===== src/hw/sdimb_defines.svh =====
`ifndef SDIMB_DEFINES_SVH
`define SDIMB_DEFINES_SVH

// array geometry of the 16-bit variant
`define SDIMB_COL_W        9
`define SDIMB_ROW_W        12
`define SDIMB_DQ_W         16
// synchronised pin bundle layout
`define SDIMB_PIN_W        36
`define SDIMB_PIN_ADDR     16
`define SDIMB_PIN_BA       28
`define SDIMB_PIN_DQM      30
`define SDIMB_PIN_WE       31
`define SDIMB_PIN_CS       34
`define SDIMB_PIN_CKE      35
// command codes on {row strobe, column strobe, write enable}, low active
`define SDIMB_CMD_LMR      3'h0
`define SDIMB_CMD_REF      3'h1
`define SDIMB_CMD_PRE      3'h2
`define SDIMB_CMD_ACT      3'h3
`define SDIMB_CMD_WR       3'h4
`define SDIMB_CMD_RD       3'h5
`define SDIMB_CMD_BSTOP    3'h6
// operating_mode_setup fields
`define SDIMB_BL_LSB       0
`define SDIMB_BL_MSB       2
`define SDIMB_BT_BIT       3
`define SDIMB_LAT_LSB      4
`define SDIMB_LAT_MSB      6
`define SDIMB_WBM_BIT      9
`define SDIMB_BL_PAGE      3'h7
`define SDIMB_LAT3         3'h3
`define SDIMB_MODE_RST     12'h000
`define SDIMB_PRE_ALL_BIT  10
`define SDIMB_REF_MIN      2'h2
// access record {bank, row, col, mask, data} and its queue depth
`define SDIMB_ACC_W        40
`define SDIMB_FIFO_DEPTH   8

`endif


===== src/hw/sdimb_pkg.sv =====
package sdimb_pkg;

	// power-up sequence tracking, gray along the path
	typedef enum logic [1:0] {
		SDIMB_POWER      = 2'h0,
		SDIMB_PRECHARGED = 2'h1,
		SDIMB_REFRESHED  = 2'h3,
		SDIMB_READY      = 2'h2
	} sdimb_init_e;

	typedef struct packed {
		logic [35:0]       pin1;
		logic [35:0]       pin2;
		logic [2:0]        sdc;
		logic [11:0]       mode;
		sdimb_init_e       init;
		logic [1:0]        ref_cnt;
		logic              mode_set;
		logic [3:0][11:0]  open_row;
		logic              bst_act;
		logic              bst_wr;
		logic [1:0]        bst_bank;
		logic [8:0]        bst_start;
		logic [8:0]        bst_idx;
		logic              rd_req;
		logic [1:0]        rd_bank;
		logic [11:0]       rd_row;
		logic [8:0]        rd_col;
		logic [1:0]        pv;
		logic [1:0][15:0]  pd;
		logic [15:0]       dq_out;
		logic              dq_oe;
		logic              wr_drop;
	} sdimb_state_s;

endpackage : sdimb_pkg


===== src/hw/sdimb_top.sv =====
`timescale 1ns/10ps
`include "sdimb_defines.svh"
// Summary of operation
// - sample all pins on rising link clock
// - four banks, 4096 rows, 512 16-bit columns
// - row-open command latches row per bank
// - read/write low address bits give start column
// - mode setup held until next mode program
// - mode fields: length, order, latency, mode, write
// - lengths 1/2/4/8 both orders, page sequential
// - arbitrary length via page burst and stop
// - fixed bursts wrap inside aligned column block
// - page burst steps one column, wraps page
// - sequential adds index, interleaved xors index
// - read latency two or three clocks
// - drive from edge n+m-1, valid by n+m
// - deselected edge is a no-operation
// - write burst bit set gives single writes

////////////////////////////////////////////////////////////////////////////////
module sdimb_fifo
#(
	parameter int W = `SDIMB_ACC_W,
	parameter int D = `SDIMB_FIFO_DEPTH
)
(
	input  wire logic          core_clk,
	input  wire logic          rstn,
	input  wire logic          ce,
	input  wire logic          in_valid,
	output logic               in_ready,
	input  wire logic [W-1:0]  in_data,
	output logic               out_valid,
	input  wire logic          out_ready,
	output logic [W-1:0]       out_data
);
	localparam int AW = $clog2(D);
	typedef struct packed {
		logic [D-1:0][W-1:0] mem;
		logic [AW-1:0]       wp;
		logic [AW-1:0]       rp;
		logic [AW:0]         cnt;
		logic                ne;
		logic                nf;
	} sdimb_fifo_s;
	sdimb_fifo_s st;
	sdimb_fifo_s next_st;
	logic        push;
	logic        pop;

	// pointer and count update, flags registered
	always_comb
	begin
		next_st = st;
		push    = ce && in_valid && st.nf;
		pop     = ce && out_ready && st.ne;
		if (push)
		begin
			next_st.mem[st.wp] = in_data;
			next_st.wp         = st.wp + 1'h1;
		end
		if (pop)
			next_st.rp = st.rp + 1'h1;
		next_st.cnt = st.cnt + {{AW{1'h0}}, push} - {{AW{1'h0}}, pop};
		next_st.ne  = next_st.cnt != '0;
		next_st.nf  = next_st.cnt != (AW+1)'(D);
	end

	always_ff @(posedge core_clk or negedge rstn)
	begin
		if (!rstn)
			st <= '{mem: '0, wp: '0, rp: '0, cnt: '0, ne: 1'h0, nf: 1'h1};
		else
			st <= next_st;
	end

	assign in_ready  = st.nf;
	assign out_valid = st.ne;
	assign out_data  = st.mem[st.rp];
endmodule : sdimb_fifo

////////////////////////////////////////////////////////////////////////////////
module sdimb_top
(
	input  wire logic          core_clk,
	input  wire logic          rstn,
	input  wire logic          ce,
	input  wire logic          sd_clk,
	input  wire logic          cke,
	input  wire logic          cs_n,
	input  wire logic          ras_n,
	input  wire logic          cas_n,
	input  wire logic          we_n,
	input  wire logic          bank_select_low,
	input  wire logic          bank_select_high,
	input  wire logic [11:0]   addr,
	input  wire logic          dqm,
	input  wire logic [15:0]   dq_in,
	output logic [15:0]        dq_out,
	output logic               dq_oe,
	output logic               rd_req,
	output logic [1:0]         rd_bank,
	output logic [11:0]        rd_row,
	output logic [8:0]         rd_col,
	input  wire logic [15:0]   rd_data,
	output logic               acc_valid,
	input  wire logic          acc_ready,
	output logic [39:0]        acc_data,
	output logic [11:0]        operating_mode_setup,
	output logic               init_ready,
	output logic               wr_overrun
);
	sdimb_pkg::sdimb_state_s st;
	sdimb_pkg::sdimb_state_s next_st;
	logic        sd_edge;
	logic        cmd_ok;
	logic [2:0]  cmd;
	logic [11:0] addr_s;
	logic [1:0]  ba_s;
	logic [2:0]  bl;
	logic        page;
	logic        lat3;
	logic [8:0]  bl_mask;
	logic [8:0]  cont_col;
	logic        push_v;
	logic        push_rdy;
	logic [39:0] push_d;
	logic        el_v;
	logic        el_wr;
	logic [1:0]  el_bank;
	logic [8:0]  el_col;

	// decoded view of the synchronised pins and the mode setup
	assign sd_edge  = st.sdc[1] && !st.sdc[2];
	assign cmd_ok   = st.pin2[`SDIMB_PIN_CKE] && !st.pin2[`SDIMB_PIN_CS];
	assign cmd      = st.pin2[`SDIMB_PIN_WE+2:`SDIMB_PIN_WE];
	assign addr_s   = st.pin2[`SDIMB_PIN_ADDR+11:`SDIMB_PIN_ADDR];
	assign ba_s     = st.pin2[`SDIMB_PIN_BA+1:`SDIMB_PIN_BA];
	assign bl       = st.mode[`SDIMB_BL_MSB:`SDIMB_BL_LSB];
	assign page     = bl == `SDIMB_BL_PAGE;
	assign lat3     = st.mode[`SDIMB_LAT_MSB:`SDIMB_LAT_LSB] == `SDIMB_LAT3;
	assign bl_mask  = (bl == 3'h1) ? 9'h001 : (bl == 3'h2) ? 9'h003 :
		(bl == 3'h3) ? 9'h007 : 9'h000;
	// next column of a running burst
	assign cont_col = page ? st.bst_start + st.bst_idx :
		(st.bst_start & ~bl_mask) | (bl_mask & (st.mode[`SDIMB_BT_BIT] ?
		(st.bst_start ^ st.bst_idx) : (st.bst_start + st.bst_idx)));

	// whole next state of the device
	always_comb
	begin
		next_st = st;
		push_v  = 1'h0;
		push_d  = '0;
		el_v    = 1'h0;
		el_wr   = st.bst_wr;
		el_bank = st.bst_bank;
		el_col  = cont_col;
		if (ce)
		begin
			next_st.sdc    = {st.sdc[1:0], sd_clk};
			next_st.pin1   = {cke, cs_n, ras_n, cas_n, we_n, dqm, bank_select_high,
				bank_select_low, addr, dq_in};
			next_st.pin2   = st.pin1;
			next_st.rd_req = 1'h0;
			// read data is taken in the same cycle as the request
			if (st.rd_req)
			begin
				next_st.pv[0] = 1'h1;
				next_st.pd[0] = rd_data;
			end
			if (sd_edge)
			begin
				// output stage: one or two link edges behind the access
				next_st.dq_oe  = lat3 ? st.pv[1] : st.pv[0];
				next_st.dq_out = lat3 ? st.pd[1] : st.pd[0];
				next_st.pv     = {st.pv[0], 1'h0};
				next_st.pd[1]  = st.pd[0];
				// command decode
				if (cmd_ok)
				begin
					case (cmd)
						`SDIMB_CMD_RD, `SDIMB_CMD_WR:
						begin
							el_v              = 1'h1;
							el_wr             = cmd == `SDIMB_CMD_WR;
							el_bank           = ba_s;
							el_col            = addr_s[8:0];
							next_st.bst_start = addr_s[8:0];
							next_st.bst_bank  = ba_s;
							next_st.bst_wr    = el_wr;
							next_st.bst_idx   = 9'h001;
							next_st.bst_act   = (page || bl_mask != 9'h000) &&
								!(el_wr && st.mode[`SDIMB_WBM_BIT]);
						end
						`SDIMB_CMD_BSTOP:
							next_st.bst_act = 1'h0;
						`SDIMB_CMD_PRE:
						begin
							next_st.bst_act = 1'h0;
							if (addr_s[`SDIMB_PRE_ALL_BIT] && st.init == sdimb_pkg::SDIMB_POWER)
								next_st.init = sdimb_pkg::SDIMB_PRECHARGED;
						end
						`SDIMB_CMD_ACT:
							next_st.open_row[ba_s] = addr_s;
						`SDIMB_CMD_REF:
							if (st.init != sdimb_pkg::SDIMB_POWER && st.ref_cnt != `SDIMB_REF_MIN)
								next_st.ref_cnt = st.ref_cnt + 2'h1;
						`SDIMB_CMD_LMR:
						begin
							next_st.mode     = addr_s;
							next_st.mode_set = 1'h1;
						end
						default:
						begin
						end
					endcase
				end
				// running burst continues while the clock is not gated
				if (!el_v && st.bst_act && st.pin2[`SDIMB_PIN_CKE] &&
					!(cmd_ok && (cmd == `SDIMB_CMD_BSTOP || cmd == `SDIMB_CMD_PRE)))
				begin
					el_v            = 1'h1;
					next_st.bst_idx = st.bst_idx + 9'h001;
					next_st.bst_act = page || (st.bst_idx < bl_mask);
				end
				// dispatch one access
				if (el_v && !el_wr)
				begin
					next_st.rd_req  = 1'h1;
					next_st.rd_bank = el_bank;
					next_st.rd_row  = st.open_row[el_bank];
					next_st.rd_col  = el_col;
				end
				if (el_v && el_wr)
				begin
					push_v = 1'h1;
					push_d = {el_bank, st.open_row[el_bank], el_col,
						st.pin2[`SDIMB_PIN_DQM], st.pin2[15:0]};
					if (!push_rdy)
						next_st.wr_drop = 1'h1;
				end
			end
			// power-up progress, mode may come before or after the refreshes
			case (st.init)
				sdimb_pkg::SDIMB_POWER:
				begin
				end
				sdimb_pkg::SDIMB_PRECHARGED:
					if (next_st.ref_cnt == `SDIMB_REF_MIN)
						next_st.init = sdimb_pkg::SDIMB_REFRESHED;
				sdimb_pkg::SDIMB_REFRESHED:
					if (next_st.mode_set)
						next_st.init = sdimb_pkg::SDIMB_READY;
				sdimb_pkg::SDIMB_READY:
				begin
				end
				default:
					next_st.init = sdimb_pkg::SDIMB_POWER;
			endcase
		end
	end

	// state register
	always_ff @(posedge core_clk or negedge rstn)
	begin
		if (!rstn)
			st <= '0;
		else
			st <= next_st;
	end

	// write access queue toward the storage side
	sdimb_fifo #(
		.W(`SDIMB_ACC_W),
		.D(`SDIMB_FIFO_DEPTH)
	) sdimb_fifo_i (
		.core_clk  (core_clk),
		.rstn      (rstn),
		.ce        (ce),
		.in_valid  (push_v),
		.in_ready  (push_rdy),
		.in_data   (push_d),
		.out_valid (acc_valid),
		.out_ready (acc_ready),
		.out_data  (acc_data)
	);

	assign dq_out               = st.dq_out;
	assign dq_oe                = st.dq_oe;
	assign rd_req               = st.rd_req;
	assign rd_bank              = st.rd_bank;
	assign rd_row               = st.rd_row;
	assign rd_col               = st.rd_col;
	assign operating_mode_setup = st.mode;
	assign init_ready           = st.init == sdimb_pkg::SDIMB_READY;
	assign wr_overrun           = st.wr_drop;
endmodule : sdimb_top


===== config.mk =====
export PLATFORM = sky130hd
export DESIGN_NAME = sdimb_top
export DESIGN_NICKNAME = d
export VERILOG_FILES = /design/src/hw/sdimb_pkg.sv /design/src/hw/sdimb_top.sv
export VERILOG_INCLUDE_DIRS = /design/src /design/src/hw
export SDC_FILE = /design/constraint.sdc
export NUM_CORES = 1
export LEC_CHECK = 0
export CAP_MARGIN = 20
export CORE_MARGIN = 5
export CORE_UTILIZATION = 58
export CTS_CLUSTER_SIZE = 16
export DETAILED_ROUTE_END_ITERATION = 16
export DONT_BUFFER_PORTS = 1
export GPL_ROUTABILITY_DRIVEN = 0
export PLACE_DENSITY = 0.86
export SLEW_MARGIN = 25
export SYNTH_ARGS = -nofsm -noshare
export SYNTH_HDL_FRONTEND = slang
export SYNTH_HIERARCHICAL = 1
export SYNTH_SLANG_ARGS = --single-unit

===== constraint.sdc =====
create_clock -name core_clk -period 3.1 [get_ports core_clk]
set_clock_uncertainty 0.15 [all_clocks]
set_input_delay 0.155 -clock core_clk [delete_from_list [all_inputs] [get_ports core_clk]]
set_output_delay 0.155 -clock core_clk [all_outputs]
set_load 0.01 [all_outputs]

=== Word-level counts from Yosys, hierarchy flattened ===
Index checks and enable logic that the tools add are counted.

* $add $sub $neg: 7
* Order comparisons: 7
* Eq/ne operators: 27
* Mux-type cells: 59
* Bitwise gates (word level): 6
* Reduce and logical (&&, ||, !) cells: 45

{| class="wikitable"
|+ Operator list
! kind !! count
|-
| $bwmux 320 || 1
|-
| $mux 129 || 2
|-
| $mux 40 || 5
|-
| $bmux 40 s3 || 1
|-
| $demux 40 s3 || 1
|-
| $mux 87 || 1
|-
| $bwmux 48 || 1
|-
| $mux 48 || 1
|-
| $mux 9 || 5
|-
| $mux 12 || 3
|-
| $bmux 12 s2 || 1
|-
| $demux 12 s2 || 1
|-
| $mux 24 || 1
|-
| $reduce_and 4->1 || 6
|-
| $mux 21 || 1
|-
| $mux 2 || 10
|-
| $logic_and 1x1->1 || 18
|-
| $mux 1 || 18
|-
| $mux 16 || 1
|-
| $eq 3x2->1 const B || 5
|-
| $eq 3x3->1 const B || 4
|-
| $ne 2x1->1 const B || 6
|-
| $add 9x1->9 const B || 1
|-
| $add 9x9->9 || 1
|-
| 35 further kinds || 56
|}

* Register bits: 570
* Input bits: 57
* Output and inout bits: 96
* Word-level logic and storage cells: 191

=== Depth between registers and ports, before layout ===
* Depth after elaboration: 22
* Mapped depth: 17
* Depth with buffers taken out: 14

=== Cells and area by module ===
Netlist, hierarchy kept.

{| class="wikitable"
|+ By module, submodules not included
! module !! times used !! cells an instance !! area each (um2) !! seq. area each (um2)
|-
| sdimb_fifo || 1 || 876 || 15207.1 || 8309.2
|-
| sdimb_top || 1 || 1034 || 11090.6 || 5955.7
|}

=== Worst setup path before layout ===
No wires, ideal clock.

* Path type: register to register
* From: reg, netlist name st[200]
* To: reg sdimb_fifo_i.st, in the netlist sdimb_fifo_i/out_valid
* Library setup time: 119 ps
* Arrival time: 3092 ps
* Required time: 2831 ps
* Setup slack: -261 ps
* Stages on the path, launching flop included: 18
* Buffers on the path: 3
* Period minus slack after synthesis: 3361 ps
* Cell sequence: dfrtp_1 > nand4bb_1 > buf_6 > nor2_1 > a21o_1 > buf_2 > nand2_1 > inv_1 > buf_2 > nand3_1 > ha_1 > inv_1 > ha_1 > inv_1 > fa_1 > inv_1 > nor3_1 > a21bo_2

{| class="wikitable"
|+ RTL lines
! element !! RTL line !! RTL
|-
| end signal: assignment || sdimb_top.sv:72 || <nowiki>st <= '{mem: '0, wp: '0, rp: '0, cnt: '0, ne: 1'h0, nf: 1'h1};</nowiki>
|-
| end signal: assignment || sdimb_top.sv:74 || <nowiki>st <= next_st;</nowiki>
|-
| end: declaration || sdimb_top.sv:46 || <nowiki>sdimb_fifo_s st;</nowiki>
|}

==> results.py <==
metrics = {
    "status": {
        "run_status": "complete, but fails checks",
        "failed_checks": "hold timing",
    },
    "global_routing": {
        "grt_pass1_wl_um": 95000,
        "number_of_global_route_vias_before_repair": 16700,
        "grt_start_max_net_pins": 571,
        "total_global_routing_overflow": 0,
        "antenna_found_initial": 2,
        "groute.usage.overall_pct": 23.8,
    },
    "critical_path": {
        "critPathRequiredTime_ns": 3.45,
        "capture_instance_of_the_worst_register_to_register_path": "sdimb_fifo_i/out_valid",
        "critical-path-slowest-cell": "sky130_fd_sc_hd__dlygate4sd3_1",
        "crit_path_frequent_cell": "sky130_fd_sc_hd__inv_1",
        "reg2regPathDepth": 14,
        "startpoint": "ce",
        "worstReg2RegStart": "st[200]",
        "crit_path_end": "sdimb_fifo_i/out_valid",
        "cp_num_buf_inv": 6,
        "worst-r2r-setup-slack_ns": 0.04,
        "crit_end_category": "flop",
        "worstPathMaxFanout": 44,
        "critical_path_cell_by_cell": "dlygate4sd3_1 -> clkbuf_16 -> and3b_2 -> nand2_2 -> nor2_4 -> nand2_2 -> inv_2 -> nand3_4 -> ha_4 -> inv_1 -> ha_2 -> inv_1 -> fa_1 -> inv_1 -> nor3_2 -> a21bo_2",
        "worst_path_largest_cell_delay_ns": 0.65,
        "timing.critical_path.arrival_ns": 3.41,
        "worst_setup_path_start_kind": "input port",
        "critical_path_class": "input port to flop",
        "path_depth": 16,
        "worst_path_dominant_cell_family": "buffers and inverters",
    },
    "yosys": {
        "yosys_most_used_dff": "sky130_fd_sc_hd__dfrtp_1",
        "synth_top_cells_by_area": "sky130_fd_sc_hd__dfrtp_1 (54%), sky130_fd_sc_hd__mux2_2 (17%), sky130_fd_sc_hd__mux4_2 (6.9%)",
        "synth_largest_area_cell": "sky130_fd_sc_hd__dfrtp_1",
        "asr_flop_ratio_synth_pct": 100,
        "netlist-cell-type-count": 69,
        "synth_sequential_area_ratio_pct": 54.2,
        "netlist_area_um2": 26300,
        "syn-instance-count": 1910,
        "yosys_register_bits": 570,
        "synth_enable_flop_cells": 0,
        "post_synth.cell_area_avg_um2": 13.8,
        "ys_warn_count": 6,
        "yosysTopAreaCellShare_pct": 54.1,
        "synth.net_count": 1987,
    },
    "clocking": {
        "cts-htree-levels": 2,
        "number_of_buffers_inserted_for_hold_repair_after_clock_tree_synthesis": 57,
        "clock_tree.root_cell": "sky130_fd_sc_hd__clkbuf_16",
        "cts_tree": "done",
        "cts.reportedPaths.clkPinSlew_ns": 0.06,
        "cts.sinks": 570,
        "tritoncts.num_buffers": 57,
        "clkLatencyLatePin_ns": 0.62,
        "number_of_buffers_on_the_longest_clock_path": 3,
    },
    "detailed_routing": {
        "drc": 0,
        "detail_route.wirelength_um": 59700,
        "drt_first_pass_iters": 5,
        "detail_route.vias_per_cell": 6.12,
        "vias": 15700,
        "detailedRoute.firstIterationViolations": 1213,
        "detail-route-antenna-nets": 0,
        "avgRoutedWirePerCell_um": 23.3,
    },
    "placement": {
        "post-dp-hpwl_um": 36800,
        "post-place-cells": 2397,
        "placement.io_buffers": 0,
    },
    "sta": {
        "final_hold_viol_count": 570,
        "timing_max_transition_violations_final": 0,
        "max_slew_headroom_at_the_worst_pin_pct": 0.421,
        "final.hold.worst_slack_ns": -0.866,
        "setup_viol": 0,
        "min_period_ns": 3.06,
        "worst_slew_pin_slew_ns": 1.49,
        "max_clock_freq_mhz": 327,
        "setup_total_negative_slack_ns": 0,
        "period_share_pct": 98.8,
    },
    "final_layout": {
        "final_cell_count_no_fill": 2565,
        "area_growth_pct": 11.6,
        "post_route_cells_drive_above_1_share_pct": 38.4,
        "layout.nets": 1995,
        "post-route-util_pct": 65.1,
        "number_of_diodes_added_for_antenna_fixing": 0,
    },
    "floorplan": {
        "start_util_pct": 58.3,
        "die_w_um": 223,
        "die_height_um": 223,
        "floorplan.die_area_um2": 49700,
        "placementRows": 78,
        "io-pin-count": 153,
        "core_um2": 45100,
    },
    "pwr": {
        "leakage_power_total_nw": 13.9,
        "finalPower_mw": 19.9,
        "vdd_drop_max_mv": 0.645,
        "powerDensity_nw_per_um2": 678,
    },
    "job": {
        "drv_cap": 0,
    },
    "hold_path": {
        "hold_class": "input port to async pin",
    },
}
layer usage:
| layer | vias to the layer above | GRT usage (%) | share of wire [%] |
|---|---|---|---|
| met5 | - | 0 | 0.045 |
| met4 | 4 | 7.73 | 3.4 |
| met1 | 8280 | 32.9 | 43 |
| met3 | 133 | 4.96 | 5.4 |
| li1 | 6782 | - | - |
| met2 | 487 | 38.3 | 48 |
sequential cells by signal (all words and copies together) (netlist names):
| register | cells |
|---|---|
| st | 167 |
| cmd | 3 |
| dq_out | 16 |
| addr_s | 12 |
| wr_overrun | 1 |
| ba_s | 2 |
| sdimb_fifo_i/st | 330 |
| rd_row | 12 |
| rd_bank | 2 |
| sdimb_fifo_i/out_valid | 1 |
| sdimb_fifo_i/in_ready | 1 |
| dq_oe | 1 |
| rd_col | 9 |
| rd_req | 1 |
| operating_mode_setup | 12 |
worst min path at each step:
stage	endpoint	slack, ns	cells after the start
6_report	st[144]	-0.87	0
5_1_grt	st[144]	-0.91	0
4_1_cts	st[144]	-0.92	0
3_5_place_dp	st[144]	-0.25	0
3_3_place_gp	st[144]	-0.25	0
2_1_floorplan	addr_s[0]	-0.29	0
logic make-up after synthesis:
group,synth area share (%)
AOI/OAI and AO/OA,4.16
xor gates and xnor gates,0.566
adders and majority gates,1.05
buffers and inverters,4.49
DFF,54.2
muxes,29.4
and+or+nand+nor,6.11
power breakdown:
part,switching [mW],internal [mW],total [mW]
clock,2.98,4.43,7.41
combinational,1.76,1.53,3.29
sequential,0.993,8.21,9.20
total,5.73,14.2,19.9
metrics by stage:
step | area [um^2] | worst slack [ns]
detailed placement | 26600 | 0.0194
global placement | 26600 | 0.164
CTS | 29300 | 0.00843
global route | 29400 | -0.0689
floorplan | 26300 | 0.0170
finish | 29400 | 0.0378
cell type report:
type	count	area, um^2
repair buffers	115	1200
multi-input cells	1145	11000
fillers	3069	15700
flip-flops and latches	570	14300
clock buffers	78	1670
inverters	29	109
well taps	600	751
clock inverters	28	379
cells in the mapped netlist, drive strengths merged, types with 2 or more instances:
library cell	number
dfrtp	569
mux2	476
nand2	154
buf	125
o21ai	92
mux4	80
nor2	57
a21oi	50
clkbuf	41
inv	29
nand3	27
and3	25
mux2i	24
ha	18
a211oi	17
and2	13
nor2b	13
nand2b	10
xnor2	10
nor3	9
nand3b	7
xor2	7
a21o	4
nor3b	4
o211ai	4
a22oi	3
a31oi	3
and2b	3
nand4	3
or4b	3
a31o	2
fa	2
nor4	2
o21bai	2
o31a	2
o31ai	2
repair_timing:
item | 4_1_cts | 5_1_grt
buffers inserted | 0 | 4
endpoints found under the setup margin | 1 | 21
endpoints found under the hold margin | 709 | 570
gates resized for setup | 2 | 10
cloned | 0 | 1
pin swaps | 0 | 4
placed cells by master (no fill, tap or decap), types with 7 or more instances in the layout:
cell type	instances
sky130_fd_sc_hd__nand2_1	152
sky130_fd_sc_hd__nor2_1	50
sky130_fd_sc_hd__nor2b_1	13
sky130_fd_sc_hd__buf_4	43
sky130_fd_sc_hd__clkbuf_16	58
sky130_fd_sc_hd__nand3_1	26
sky130_fd_sc_hd__dlygate4sd3_1	56
sky130_fd_sc_hd__nand3b_1	7
sky130_fd_sc_hd__a211oi_1	17
sky130_fd_sc_hd__dfrtp_1	564
sky130_fd_sc_hd__mux2i_1	22
sky130_fd_sc_hd__clkinv_2	13
sky130_fd_sc_hd__xor2_1	7
sky130_fd_sc_hd__nand2b_1	10
sky130_fd_sc_hd__inv_1	28
sky130_fd_sc_hd__ha_1	16
sky130_fd_sc_hd__mux2_2	394
sky130_fd_sc_hd__o21ai_1	10
sky130_fd_sc_hd__and3_1	23
sky130_fd_sc_hd__o21ai_0	82
sky130_fd_sc_hd__mux4_2	80
sky130_fd_sc_hd__a21oi_1	50
sky130_fd_sc_hd__nor2_4	7
sky130_fd_sc_hd__and2_1	13
sky130_fd_sc_hd__clkbuf_8	16
sky130_fd_sc_hd__mux2_4	82
sky130_fd_sc_hd__buf_12	14
sky130_fd_sc_hd__xnor2_1	10
sky130_fd_sc_hd__bufinv_16	8
No activity file was read; power rests on OpenSTA's default activity.
